File: src/shared/cmbs_pkg.sv
package cmbs_pkg;
    // Bus geometry
    localparam int ADDR_W = 8;
    localparam int DATA_W = 32;
    // Region select in address bits 7:6
    localparam logic [1:0] REG_TX = 2'h0;
    localparam logic [1:0] REG_RX = 2'h1;
    localparam logic [1:0] REG_CTL = 2'h2;
    // Byte slots inside one buffer, word index in address bits 5:2
    localparam logic [3:0] IDX_ID0 = 4'h0;
    localparam logic [3:0] IDX_ID1 = 4'h1;
    localparam logic [3:0] IDX_ID2 = 4'h2;
    localparam logic [3:0] IDX_ID3 = 4'h3;
    localparam logic [3:0] IDX_DATA0 = 4'h4;
    localparam logic [3:0] IDX_DLC = 4'hC;
    localparam logic [3:0] IDX_PRIORITY_VALUE = 4'hD;
    localparam logic [3:0] IDX_STH = 4'hE;
    localparam logic [3:0] IDX_STL = 4'hF;
    // Control region word indexes
    localparam logic [3:0] IDX_SEL = 4'h0;
    localparam logic [3:0] IDX_FLAGS = 4'h1;
    localparam logic [3:0] IDX_CTRL = 4'h2;
    // Field positions
    localparam int ID1_RTR_BIT = 4;
    localparam int ID1_IDE_BIT = 3;
    localparam int ID1_LOW_LSB = 5;
    localparam int CTRL_INIT_BIT = 0;
    localparam int CTRL_STAMP_BIT = 1;
    // Payload limits
    localparam int MAX_BYTES = 8;
    localparam logic [3:0] DLC_MAX = 4'h8;
    localparam int STAMP_W = 16;
    // Reset values
    localparam logic [7:0] CTRL_RST = 8'h01;
    localparam logic [7:0] SEL_RST = 8'h00;
    // Bus answers
    localparam logic [1:0] RESP_OKAY = 2'h0;
    localparam logic [1:0] RESP_SLVERR = 2'h2;
endpackage

File: src/logic/cmbs_priority_value_arbiter.sv
`timescale 1ns/10ps
`default_nettype none
module cmbs_priority_value_arbiter #(
    parameter int NTX = 3
) (
    input wire logic [NTX-1:0] pending,
    input wire logic [NTX*8-1:0] prioFlat,
    output logic anyPending,
    output logic [$clog2(NTX)-1:0] winIdx
);
    import cmbs_pkg::*;

    // Strict less-than while scanning upward keeps the lower index on ties
    always_comb begin
        logic [7:0] best;
        best = 8'hFF;
        anyPending = 1'b0;
        winIdx = '0;
        for (int i = 0; i < NTX; i++) begin
            if (pending[i] && (!anyPending || prioFlat[i*8 +: 8] < best)) begin
                anyPending = 1'b1;
                best = prioFlat[i*8 +: 8];
                winIdx = i[$clog2(NTX)-1:0];
            end
        end
    end
endmodule
`default_nettype wire

File: src/logic/cmbs_stamp_timer.sv
`timescale 1ns/10ps
`default_nettype none
module cmbs_stamp_timer (
    input wire logic clk,
    input wire logic rstn,
    input wire logic ce,
    input wire logic initMode,
    input wire logic bitTick,
    output logic [cmbs_pkg::STAMP_W-1:0] count
);
    import cmbs_pkg::*;

    logic [STAMP_W-1:0] count_ff;

    // Counts bit clock ticks, held at zero in init mode; wrap is silent
    always_ff @(posedge clk or negedge rstn) begin
        if (!rstn) begin
            count_ff <= '0;
        end else if (ce) begin
            if (initMode) begin
                count_ff <= '0;
            end else if (bitTick) begin
                count_ff <= count_ff + 1'b1;
            end
        end
    end

    assign count = count_ff;
endmodule
`default_nettype wire

File: src/logic/cmbs_msg_store.sv
// The address map and register access over AXI4-Lite are this design's own decisions.
`timescale 1ns/10ps
`default_nettype none
module cmbs_msg_store #(
    parameter int NTX = 3
) (
    input wire logic clk,
    input wire logic rstn,
    input wire logic ce,
    // AXI4-Lite slave
    input wire logic [cmbs_pkg::ADDR_W-1:0] awaddr,
    input wire logic awvalid,
    output logic awready,
    input wire logic [cmbs_pkg::DATA_W-1:0] wdata,
    input wire logic [3:0] wstrb,
    input wire logic wvalid,
    output logic wready,
    output logic [1:0] bresp,
    output logic bvalid,
    input wire logic bready,
    input wire logic [cmbs_pkg::ADDR_W-1:0] araddr,
    input wire logic arvalid,
    output logic arready,
    output logic [cmbs_pkg::DATA_W-1:0] rdata,
    output logic [1:0] rresp,
    output logic rvalid,
    input wire logic rready,
    // Protocol engine side
    input wire logic bitTick,
    input wire logic sofReq,
    input wire logic txDone,
    input wire logic rxDone,
    input wire logic [10:0] rxId,
    input wire logic rxRtr,
    input wire logic rxIde,
    input wire logic [3:0] rxDlc,
    input wire logic [63:0] rxData,
    output logic txValid,
    output logic [$clog2(NTX)-1:0] txIndex,
    output logic [10:0] txId,
    output logic txRtr,
    output logic txIde,
    output logic [3:0] txDlc,
    output logic [3:0] txByteCount,
    output logic [63:0] txData
);
    import cmbs_pkg::*;

    localparam int IW = $clog2(NTX);

    ////////////////////////////////////////////////////////////////////////////////
    // Storage and control state

    // RAM-like buffers: contents undefined after reset, as on real parts
    logic [7:0] txMem [NTX][16];
    logic [7:0] rxMem [16];
    logic [NTX-1:0] txEmpty_ff;
    logic [NTX-1:0] select_ff;
    logic [7:0] ctrl_ff;
    logic [IW-1:0] activeIdx_ff;
    logic txValid_ff;
    logic [IW-1:0] txIndex_ff;
    logic [10:0] txId_ff;
    logic txRtr_ff;
    logic txIde_ff;
    logic [3:0] txDlc_ff;
    logic [3:0] txByteCount_ff;
    logic [63:0] txData_ff;
    logic awready_ff;
    logic wready_ff;
    logic awHeld_ff;
    logic wHeld_ff;
    logic [ADDR_W-1:0] awAddr_ff;
    logic [7:0] wByte_ff;
    logic wLane0_ff;
    logic bvalid_ff;
    logic [1:0] bresp_ff;
    logic arready_ff;
    logic rvalid_ff;
    logic [DATA_W-1:0] rdata_ff;
    logic [1:0] rresp_ff;

    logic initMode;
    logic stampEn;
    logic [STAMP_W-1:0] timerVal;
    logic [NTX*8-1:0] prioFlat;
    logic anyPending;
    logic [IW-1:0] winIdx;
    logic [IW-1:0] selIdx;
    logic selOk;
    logic doWrite;
    logic [1:0] wrRegion;
    logic [3:0] wrIdx;
    logic wrMapped;
    logic txWrOk;
    logic [7:0] rdByte;
    logic rdMapped;
    logic [3:0] selDlc;
    logic selRtr;
    logic [3:0] sendCount;
    logic [63:0] sendData;

    assign initMode = ctrl_ff[CTRL_INIT_BIT];
    assign stampEn = ctrl_ff[CTRL_STAMP_BIT];

    ////////////////////////////////////////////////////////////////////////////////
    // Helpers

    cmbs_stamp_timer u_timer (
        .clk(clk),
        .rstn(rstn),
        .ce(ce),
        .initMode(initMode),
        .bitTick(bitTick),
        .count(timerVal)
    );

    // Priority bytes gathered for the arbiter
    for (genvar g = 0; g < NTX; g++) begin : g_priority_value
        assign prioFlat[g*8 +: 8] = txMem[g][IDX_PRIORITY_VALUE];
    end

    // Only buffers whose empty flag is clear compete
    cmbs_priority_value_arbiter #(.NTX(NTX)) u_arb (
        .pending(~txEmpty_ff),
        .prioFlat(prioFlat),
        .anyPending(anyPending),
        .winIdx(winIdx)
    );

    // Selected buffer index and the access window for software
    always_comb begin
        selIdx = '0;
        for (int i = NTX - 1; i >= 0; i--) begin
            if (select_ff[i]) begin
                selIdx = i[IW-1:0];
            end
        end
    end
    assign selOk = |(select_ff & txEmpty_ff);

    ////////////////////////////////////////////////////////////////////////////////
    // Frame assembly for the winning buffer

    assign selDlc = txMem[winIdx][IDX_DLC][3:0];
    assign selRtr = txMem[winIdx][IDX_ID1][ID1_RTR_BIT];

    // Remote frames send no payload; codes above 8 still mean 8 bytes
    always_comb begin
        if (selRtr) begin
            sendCount = 4'h0;
        end else if (selDlc > DLC_MAX) begin
            sendCount = DLC_MAX;
        end else begin
            sendCount = selDlc;
        end
    end

    // Bytes past the count are masked off the engine port, storage untouched
    for (genvar b = 0; b < MAX_BYTES; b++) begin : g_mask
        assign sendData[b*8 +: 8] = (b < sendCount) ?
            txMem[winIdx][IDX_DATA0 + 4'(b)] : 8'h00;
    end

    // Latch the winner at start of frame; engine sends id bit 10 first
    always_ff @(posedge clk or negedge rstn) begin
        if (!rstn) begin
            txValid_ff <= 1'b0;
            txIndex_ff <= '0;
            activeIdx_ff <= '0;
            txId_ff <= '0;
            txRtr_ff <= 1'b0;
            txIde_ff <= 1'b0;
            txDlc_ff <= '0;
            txByteCount_ff <= '0;
            txData_ff <= '0;
        end else if (ce) begin
            if (sofReq) begin
                txValid_ff <= anyPending;
                txIndex_ff <= winIdx;
                activeIdx_ff <= winIdx;
                txId_ff <= {txMem[winIdx][IDX_ID0],
                    txMem[winIdx][IDX_ID1][7:ID1_LOW_LSB]};
                txRtr_ff <= selRtr;
                txIde_ff <= txMem[winIdx][IDX_ID1][ID1_IDE_BIT];
                txDlc_ff <= selDlc;
                txByteCount_ff <= sendCount;
                txData_ff <= sendData;
            end else if (txDone) begin
                txValid_ff <= 1'b0;
            end
        end
    end

    ////////////////////////////////////////////////////////////////////////////////
    // AXI4-Lite write channels

    assign doWrite = awHeld_ff && wHeld_ff && !bvalid_ff;
    assign wrRegion = awAddr_ff[7:6];
    assign wrIdx = awAddr_ff[5:2];
    assign wrMapped = (wrRegion == REG_TX) || (wrRegion == REG_RX) ||
        ((wrRegion == REG_CTL) && (wrIdx <= IDX_CTRL));
    assign txWrOk = doWrite && wLane0_ff && (wrRegion == REG_TX) && selOk;

    // Address and data taken in either order; response after both
    always_ff @(posedge clk or negedge rstn) begin
        if (!rstn) begin
            awready_ff <= 1'b1;
            wready_ff <= 1'b1;
            awHeld_ff <= 1'b0;
            wHeld_ff <= 1'b0;
            awAddr_ff <= '0;
            wByte_ff <= '0;
            wLane0_ff <= 1'b0;
            bvalid_ff <= 1'b0;
            bresp_ff <= RESP_OKAY;
        end else if (ce) begin
            if (awvalid && awready_ff) begin
                awHeld_ff <= 1'b1;
                awAddr_ff <= awaddr;
                awready_ff <= 1'b0;
            end
            if (wvalid && wready_ff) begin
                wHeld_ff <= 1'b1;
                wByte_ff <= wdata[7:0];
                wLane0_ff <= wstrb[0];
                wready_ff <= 1'b0;
            end
            if (doWrite) begin
                awHeld_ff <= 1'b0;
                wHeld_ff <= 1'b0;
                bvalid_ff <= 1'b1;
                bresp_ff <= wrMapped ? RESP_OKAY : RESP_SLVERR;
            end
            if (bvalid_ff && bready) begin
                bvalid_ff <= 1'b0;
                awready_ff <= 1'b1;
                wready_ff <= 1'b1;
            end
        end
    end

    // Software loads the selected buffer; stamp slots are not writable
    always_ff @(posedge clk) begin
        if (ce && txWrOk && wrIdx < IDX_STH) begin
            txMem[selIdx][wrIdx] <= wByte_ff;
        end
        if (ce && txDone && txValid_ff && stampEn) begin
            txMem[activeIdx_ff][IDX_STH] <= timerVal[15:8];
            txMem[activeIdx_ff][IDX_STL] <= timerVal[7:0];
        end
    end

    // Receive buffer filled by the engine as received
    always_ff @(posedge clk) begin
        if (ce && rxDone) begin
            rxMem[IDX_ID0] <= rxId[10:3];
            rxMem[IDX_ID1] <= {rxId[2:0], rxRtr, rxIde, 3'h0};
            rxMem[IDX_DLC] <= {4'h0, rxDlc};
            for (int i = 0; i < MAX_BYTES; i++) begin
                rxMem[IDX_DATA0 + i[3:0]] <= rxData[i*8 +: 8];
            end
            if (stampEn) begin
                rxMem[IDX_STH] <= timerVal[15:8];
                rxMem[IDX_STL] <= timerVal[7:0];
            end
        end
    end

    // Selection keeps only the lowest written bit that names an empty buffer
    always_ff @(posedge clk or negedge rstn) begin
        if (!rstn) begin
            select_ff <= SEL_RST[NTX-1:0];
        end else if (ce && doWrite && wLane0_ff && wrRegion == REG_CTL &&
            wrIdx == IDX_SEL) begin
            select_ff <= '0;
            for (int i = NTX - 1; i >= 0; i--) begin
                if (wByte_ff[i] && txEmpty_ff[i]) begin
                    select_ff <= NTX'(1) << i;
                end
            end
        end
    end

    // Empty flags: write one to clear marks ready; sent frame sets it back
    always_ff @(posedge clk or negedge rstn) begin
        if (!rstn) begin
            txEmpty_ff <= '1;
        end else if (ce) begin
            for (int i = 0; i < NTX; i++) begin
                if (txDone && txValid_ff && activeIdx_ff == i[IW-1:0]) begin
                    txEmpty_ff[i] <= 1'b1;
                end else if (doWrite && wLane0_ff && wrRegion == REG_CTL &&
                    wrIdx == IDX_FLAGS && wByte_ff[i]) begin
                    txEmpty_ff[i] <= 1'b0;
                end
            end
        end
    end

    // Init mode and stamp enable bits
    always_ff @(posedge clk or negedge rstn) begin
        if (!rstn) begin
            ctrl_ff <= CTRL_RST;
        end else if (ce && doWrite && wLane0_ff && wrRegion == REG_CTL &&
            wrIdx == IDX_CTRL) begin
            ctrl_ff <= {6'h00, wByte_ff[CTRL_STAMP_BIT], wByte_ff[CTRL_INIT_BIT]};
        end
    end

    ////////////////////////////////////////////////////////////////////////////////
    // AXI4-Lite read channels

    // Read decode; closed transmit slots read zero
    always_comb begin
        rdByte = 8'h00;
        rdMapped = 1'b1;
        unique case (araddr[7:6])
            REG_TX: begin
                if (selOk) begin
                    rdByte = txMem[selIdx][araddr[5:2]];
                end
            end
            REG_RX: begin
                rdByte = rxMem[araddr[5:2]];
            end
            REG_CTL: begin
                if (araddr[5:2] == IDX_SEL) begin
                    rdByte = 8'(select_ff);
                end else if (araddr[5:2] == IDX_FLAGS) begin
                    rdByte = 8'(txEmpty_ff);
                end else if (araddr[5:2] == IDX_CTRL) begin
                    rdByte = ctrl_ff;
                end else begin
                    rdMapped = 1'b0;
                end
            end
            default: begin
                rdMapped = 1'b0;
            end
        endcase
    end

    // One cycle from address taken to data valid
    always_ff @(posedge clk or negedge rstn) begin
        if (!rstn) begin
            arready_ff <= 1'b1;
            rvalid_ff <= 1'b0;
            rdata_ff <= '0;
            rresp_ff <= RESP_OKAY;
        end else if (ce) begin
            if (arvalid && arready_ff) begin
                arready_ff <= 1'b0;
                rvalid_ff <= 1'b1;
                rdata_ff <= {24'h00_0000, rdByte};
                rresp_ff <= rdMapped ? RESP_OKAY : RESP_SLVERR;
            end else if (rvalid_ff && rready) begin
                rvalid_ff <= 1'b0;
                arready_ff <= 1'b1;
            end
        end
    end

    ////////////////////////////////////////////////////////////////////////////////
    // Outputs

    assign awready = awready_ff;
    assign wready = wready_ff;
    assign bvalid = bvalid_ff;
    assign bresp = bresp_ff;
    assign arready = arready_ff;
    assign rvalid = rvalid_ff;
    assign rdata = rdata_ff;
    assign rresp = rresp_ff;
    assign txValid = txValid_ff;
    assign txIndex = txIndex_ff;
    assign txId = txId_ff;
    assign txRtr = txRtr_ff;
    assign txIde = txIde_ff;
    assign txDlc = txDlc_ff;
    assign txByteCount = txByteCount_ff;
    assign txData = txData_ff;
endmodule
`default_nettype wire

File: config.mk
export PLATFORM = sky130hd
export DESIGN_NAME = cmbs_msg_store
export DESIGN_NICKNAME = d
export VERILOG_FILES = /design/src/shared/cmbs_pkg.sv /design/src/logic/cmbs_priority_value_arbiter.sv /design/src/logic/cmbs_stamp_timer.sv /design/src/logic/cmbs_msg_store.sv
export SDC_FILE = /design/constraint.sdc
export NUM_CORES = 1
export LEC_CHECK = 0
export BUFFER_PORTS_ARGS = -buffer_cell sky130_fd_sc_hd__buf_2
export CORE_UTILIZATION = 55
export DETAILED_ROUTE_END_ITERATION = 8
export PLACE_DENSITY = 0.75
export REMOVE_ABC_BUFFERS = 1
export SETUP_SLACK_MARGIN = 0.3
export SYNTH_ARGS = -nofsm -noshare
export SYNTH_HDL_FRONTEND = slang
export SYNTH_HIERARCHICAL = 1
export SYNTH_SLANG_ARGS = --single-unit
File: constraint.sdc
create_clock -name clk -period 5.3 [get_ports clk]
set_input_delay 0.53 -clock clk [delete_from_list [all_inputs] [get_ports clk]]
set_output_delay 0.53 -clock clk [all_outputs]
set_load 0.03 [all_outputs]
# Yosys cells after proc, flatten, opt, wreduce, memory -nomap -nowiden
# Memories as Yosys holds them, arrays and structs flattened.
# Index checks and enable logic that the tools add are counted.
[word_totals]
out_inout_bits = 129
ramBits = 512
mem_count = 2
word_cells = 210
register_bits = 148
input_bits = 145
[mem_list]
columns = ["memory", "depth", "width", "read_ports", "rd_ports_with_merged_regs", "write_ports", "line_no", "source"]
rows = [
  ["txMem", 3, 128, 5, 0, 2, "cmbs_msg_store.sv:55", "logic [7:0] txMem [NTX][16];"],
  ["rxMem", 16, 8, 1, 0, 13, "cmbs_msg_store.sv:56", "logic [7:0] rxMem [16];"],
]
[op_classes]
n_addsub = 1
n_reduce_logical = 78
n_bitwise = 4
order_cmp = 16
muxes = 72
n_eq_ne = 10
[op_table]
columns = ["cell", "n"]
rows = [
  ["$mux 128", 1],
  ["$mux 8", 14],
  ["$logic_and 1x1->1", 37],
  ["$mux 1", 37],
  ["$bmux 8 s4", 1],
  ["$demux 8 s4", 1],
  ["$mux 16", 2],
  ["$reduce_and 2->1", 16],
  ["$pmux 8 s3", 1],
  ["$reduce_bool 2->1", 11],
  ["$add 16x1->16 const B", 1],
  ["$lt 3x4->1 const A", 4],
  ["$lt 8x8->1", 2],
  ["$mux 3", 5],
  ["$mux 2", 7],
  ["$ge 5x5->1 const B", 2],
  ["$not 4->5", 2],
  ["$eq 4x1->1 const B", 2],
  ["$eq 4x2->1 const B", 2],
  ["$logic_not 4->1", 2],
  ["$lt 1x4->1 const A", 2],
  ["$lt 2x4->1 const A", 2],
  ["$mux 4", 2],
  ["$eq 2x1->1 const B", 3],
  ["other kinds (13)", 22],
]

# Longest topological paths before layout
# An unclocked memory read counts as a cell.
[logic_depth]
word_depth = 16
ltp_mapped = 24
depth_no_buf = 21

# Hierarchy
# Netlist, hierarchy kept.
[modules_own_cells]
columns = ["module", "area_per_inst_um2", "cells_each", "n_inst", "seq_area_each_um2"]
rows = [
  ["cmbs_msg_store", 29294.3, 1969, 1, 20088.0],
  ["cmbs_stamp_timer", 845.8, 92, 1, 400.4],
  ["cmbs_priority_value_arbiter", 541.8, 71, 1, 0.0],
]

# Least setup slack after synthesis
# OpenSTA, ideal clock, no wires.
[synth_path]
kind = "register -> register"
from = "reg txEmpty_ff[0]"
to = "reg txData_ff[0] (netlist: txData[0])"
required_time_ns = 5.175
path_slack_ns = 0.516
t_arrival_ns = 4.660
stages_incl_launch_ff = 25
path_cell_list = "dfstp_2 > inv_1 > clkbuf_1 > nor2b_1 > ha_1 > a211oi_2 > nor2_1 > nor3b_2 > a21oi_2 > buf_6 > a21o_1 > ha_1 > a21o_1 > a21o_1 > a21oi_1 > nand3_1 > o211a_1 > buf_2 > mux4_2 > or2_0 > buf_2 > o21ai_2 > inv_2 > nor2_4 > o21ai_1"
[synth_via]
elab_chain_cells = 16
[synth_rtl]
columns = ["item", "line_no", "source"]
rows = [
  ["start, declared", "cmbs_msg_store.sv:57", "logic [NTX-1:0] txEmpty_ff;"],
  ["start signal, assigned", "cmbs_msg_store.sv:288", "txEmpty_ff <= '1;"],
  ["start signal, assigned by index", "cmbs_msg_store.sv:292", "txEmpty_ff[i] <= 1'b1;"],
  ["start signal, assigned by index", "cmbs_msg_store.sv:295", "txEmpty_ff[i] <= 1'b0;"],
  ["$not 3->3 *", "cmbs_msg_store.sv:125", ".pending(~txEmpty_ff),"],
  ["$mux 8 or $mux 1 (tied branches)", "cmbs_priority_value_arbiter.sv:20", "if (pending[i] && (!anyPending || prioFlat[i*8 +: 8] < best)) begin"],
  ["$lt 8x8->1 or $logic_not 1->1 (tied branches)", "cmbs_priority_value_arbiter.sv:20", ""],
  ["$logic_or 1x1->1", "cmbs_priority_value_arbiter.sv:20", ""],
  ["$logic_and 1x1->1", "cmbs_priority_value_arbiter.sv:20", ""],
  ["$mux 8 or $mux 1 (tied branches)", "cmbs_priority_value_arbiter.sv:20", ""],
  ["$lt 8x8->1 or $logic_not 1->1 (tied branches)", "cmbs_priority_value_arbiter.sv:20", ""],
  ["$logic_or 1x1->1", "cmbs_priority_value_arbiter.sv:20", ""],
  ["$logic_and 1x1->1", "cmbs_priority_value_arbiter.sv:20", ""],
  ["$mux 2 *", "cmbs_priority_value_arbiter.sv:20", ""],
  ["net winIdx[0]", "cmbs_msg_store.sv:88", "logic [IW-1:0] winIdx;"],
  ["$mem_v2 3x128 *", "--", ""],
  ["$gt 4x4->1", "cmbs_msg_store.sv:152", "end else if (selDlc > DLC_MAX) begin"],
  ["$mux 4", "cmbs_msg_store.sv:152", ""],
  ["$mux 4", "cmbs_msg_store.sv:150", "if (selRtr) begin"],
  ["$lt 1x4->1", "cmbs_msg_store.sv:161", "assign sendData[b*8 +: 8] = (b < sendCount) ?"],
  ["$mux 8 *", "cmbs_msg_store.sv:161", ""],
  ["end signal, assigned", "cmbs_msg_store.sv:188", "txData_ff <= sendData;"],
  ["end, declared", "cmbs_msg_store.sv:68", "logic [63:0] txData_ff;"],
]
# The timed path passes the listed nets; every way through them passes the cells marked *.
# A chain may end at the register's enable or synchronous reset.

# Worst setup path after layout
[layout_path]
from = "reg txEmpty_ff[0]"
to = "reg txData_ff[36] (netlist: txData[36])"
[layout_via]
elab_chain_cells = 16
[layout_rtl]
columns = ["item", "line_no"]
rows = [
  ["$not 3->3 *", "cmbs_msg_store.sv:125"],
  ["$mux 8 or $mux 1 (tied branches)", "cmbs_priority_value_arbiter.sv:20"],
  ["$lt 8x8->1 or $logic_not 1->1 (tied branches)", "cmbs_priority_value_arbiter.sv:20"],
  ["$logic_or 1x1->1", "cmbs_priority_value_arbiter.sv:20"],
  ["$logic_and 1x1->1", "cmbs_priority_value_arbiter.sv:20"],
  ["$mux 8 or $mux 1 (tied branches)", "cmbs_priority_value_arbiter.sv:20"],
  ["$lt 8x8->1 or $logic_not 1->1 (tied branches)", "cmbs_priority_value_arbiter.sv:20"],
  ["$logic_or 1x1->1", "cmbs_priority_value_arbiter.sv:20"],
  ["$logic_and 1x1->1", "cmbs_priority_value_arbiter.sv:20"],
  ["$mux 2 *", "cmbs_priority_value_arbiter.sv:20"],
  ["net winIdx[0]", "cmbs_msg_store.sv:88"],
  ["$mem_v2 3x128 *", "--"],
  ["$gt 4x4->1", "cmbs_msg_store.sv:152"],
  ["$mux 4", "cmbs_msg_store.sv:152"],
  ["$mux 4", "cmbs_msg_store.sv:150"],
  ["$lt 3x4->1", "cmbs_msg_store.sv:161"],
  ["$mux 8 *", "cmbs_msg_store.sv:161"],
]
# Marked as above.

==> flow_metrics.tcl <==
set metrics [dict create \
    status "complete, no violations" \
    multi_input_area_sq_um 9916 \
    met3_usage_pct 7.589 \
    sw_frac_of_total_pct 33.35 \
    finalClockSkew_ps 39.08 \
    yosys-top-cells-area "edfxtp_1, dfrtp_1, mux4_2" \
    cts.path.max_buffers 3 \
    synth_area_per_cell_sq_um 14.39 \
    min_delay_path_depth 1 \
    ant_nets 0 \
    cts_tree "yes" \
    rsz0062_at_grt "yes" \
    antenna_cells 0 \
    critical_path_arrival_ps 5510 \
    finalMaxSlewViolations 0 \
    fp.coreArea_sq_um 55090 \
    clkPwrFrac_pct 26.4 \
    cts_inserted_buffers 72 \
    grt_first_pass_wirelength_mm 128.7 \
    seq_area_sq_um 20490 \
    synth.distinct_cells 95 \
    rows 86 \
    drc_errors 0 \
    rrSetupSlack_ps 280 \
    fillers 3926 \
    max_slew_margin_pct 20.04 \
    pin_count 274 \
    viasPerCell 6.398 \
    dr.first_iter.drc_count 2875 \
    fp.dieArea_sq_um 56730 \
    grtUsageTotal_pct 30.92 \
    die_height_microns 238.2 \
    vias 21030 \
    path_class "reg -> reg" \
    start_util_pct 55.69 \
    top_usage_layer "met2" \
    p_leak_nw 13.39 \
    cp-end-kind "register" \
    dr.pass1.iters 6 \
    drv_cap 0 \
    start_kind "register" \
    gp_congestion 0.9418 \
    num-nets-final 2639 \
    clock-sinks 706 \
    synth_seq_area_share_pct 66.78 \
    portBuffers 216 \
    p_total_mw 18.57 \
    synth_cells 2132 \
    fp.dieW_microns 238.2 \
    area_growth_pct 16.98 \
    fin_crit_sh_pct 94.79 \
    hold_ws_ps 72.38 \
    setup_viol 0 \
    yosys_most_used_dff "edfxtp_1" \
    reg2reg_depth 22 \
    p_sw_mw 6.194 \
    grt_pass1_vias 20480 \
    drive_above_1_share_pct 26.91 \
    clock_latency_ps 630 \
    async_reset_ff_share_pct 20.40 \
    antenna_found_initial 0 \
    synth_top_area_share_pct 55.00 \
    period_minus_slack_ps 5024 \
    cp_data_required_time_ps 5790 \
    wl_per_cell_microns 26.55 \
    netlist_area_sq_um 30680 \
    synth-edff-count 562 \
    dp_hpwl_mm 56.80 \
    ir_drop_mv 0.4645 \
    clk_pin_slew_ps 60 \
    drt_wl_total_mm 87.23 \
    power_density_nw_per_um2 517.5 \
    max_freq_mhz 199.0 \
    seqPwrFrac_pct 41.1 \
    yosys_warnings 6 \
    combPwrFrac_pct 32.5 \
    grt_overflow 0 \
    grt_max_degree 82 \
    synth.largest_area_cell "edfxtp_1" \
    htreeDepth 3 \
    cp_max_fo 8 \
    use_met2_pct 48.31 \
    grtUsageMet1_pct 41.78 \
    yosys_register_bits 706 \
    report.final.hold_viol_count 0 \
    cts_root_buf "clkbuf_16" \
    worst_slew_pin_slew_ps 1169 \
    power.internal_mw 12.38 \
    min-delay-path-class "in -> reg" \
]
placed cells by master, fill, tap and decap left out, drive strengths merged, types with 69 or more instances in the layout:
cell    Yosys  routed
clkbuf     68     103
a21oi      68      69
edfxtp    562     562
dfrtp     137     137
nand2     266     266
o21ai     107     107
buf        92     325
mux4       99      99
conb        1     107
nor2      106     106
sequential cells by signal (all words and copies together), names as in the netlist, 2 cells and up:
signal and flops:
txMem 465, rxMem 97, txData 64, u_timer/count 16, txId 11, rdata 8
wByte_ff 8, awAddr_ff 6, txByteCount 4, txDlc 4, select_ff 3, txEmpty_ff 3
ctrl_ff 2, txIndex 2
synth_stat cells (14+ instances only):
cell / count
a21o_1: 14
a21oi_1: 66
a22oi_1: 27
a32o_1: 28
buf_2: 45
buf_4: 30
clkbuf_1: 68
dfrtp_1: 137
edfxtp_1: 562
ha_1: 15
inv_1: 58
mux2_2: 50
mux2i_1: 28
mux4_2: 99
nand2_1: 266
nand3_1: 34
nand4_1: 18
nor2_1: 101
nor2b_1: 21
nor3_1: 20
o21ai_0: 95
o221ai_1: 29
o22a_1: 19
o22ai_1: 26
final timing paths:
| kind | startpoint | to |
|---|---|---|
| max | txEmpty_ff[0]$_DFFE_PN1P_ | txData[36]$_DFFE_PN0P_ |
| min | rxData[51] | rxMem[10][3]$_DFFE_PP_ |
| max reg2reg | txEmpty_ff[0]$_DFFE_PN1P_ | txData[36]$_DFFE_PN0P_ |
| min reg2reg | txDlc[1]$_DFFE_PN0P_ | txDlc[1]$_DFFE_PN0P_ |
| max in group asynchronous | rstn | wByte_ff[5]$_DFFE_PN0P_ |
| min in group asynchronous | rstn | txData[10]$_DFFE_PN0P_ |
power groups by stage:
stage	registers [mW]	clock network [mW]	logic (mW)
floorplan	8.37	0	3.11
global placement	7.69	0	5.39
detailed placement	7.75	0	5.50
CTS	7.63	4.95	5.72
global route	7.70	5.16	6.36
finish	7.64	4.91	6.03
layout make-up:
type / instances / share of cell area (%)
clock buffers: 103 / 5.783
clock inverters: 30 / 0.5229
inverters: 62 / 0.6588
multi-input cells: 1311 / 27.63
flip-flops and latches: 706 / 57.10
well taps: 748 / 2.607
repair buffers: 326 / 5.703
per-stage QoR:
stage | area [sq um] | std cells | util (%) | worst slack, ps | setup TNS, ps
4_1_cts | 35540 | 3272 | 64.50 | 305.6 | 0
5_1_grt | 35890 | 3286 | 65.15 | 141.4 | 0
3_3_place_gp | 33010 | 3119 | 59.92 | 111.6 | 0
2_1_floorplan | 30280 | 2078 | - | -6018 | -484320
6_report | 35890 | 3286 | 65.15 | 275.9 | 0
3_5_place_dp | 33010 | 3119 | 59.92 | 4.443 | 0
repair_timing:
item	in CTS	in global routing
pin swaps	11	29
hold buffers	1	0
resized for setup	18	59
endpoints found under the setup margin	78	80
hold endpoints to repair	32	0
gates cloned	1	0
buffers inserted	18	14
worst max-delay path: stages, from the launching register on:
cell and delay [ps]:
dfstp_2 560, clkinvlp_4 180, nor2b_4 190, ha_4 250
a211oi_2 170, nor2_1 80, nor3b_2 190, buf_4 170
a21oi_4 80, buf_4 170, a21o_1 180, ha_1 350
nand4_1 180, a31oi_2 300, o211a_4 270, buf_6 130
buf_6 100, mux4_2 560, nor4b_4 160, buf_4 190
a21boi_4 210, buf_12 150, o21ai_0 80
kinds of logic after synthesis:
logic type / Yosys count / share of synthesized area [%]
flops: 706 / 66.78
simple gates: 541 / 8.099
compound gates: 465 / 10.98
buf+inv: 222 / 3.364
mux: 177 / 10.02
fa+ha+maj: 15 / 0.6117
xor+xnor: 5 / 0.1427
other cells: 1 / 0.01222
layer usage:
layer / vias up / part of all wire (%)
met4: 0 / 4.2
met3: 250 / 12
met5: - / 0
met1: 10370 / 37
li1: 8879 / -
met2: 1531 / 47
(Power assumes the default switching activity.)
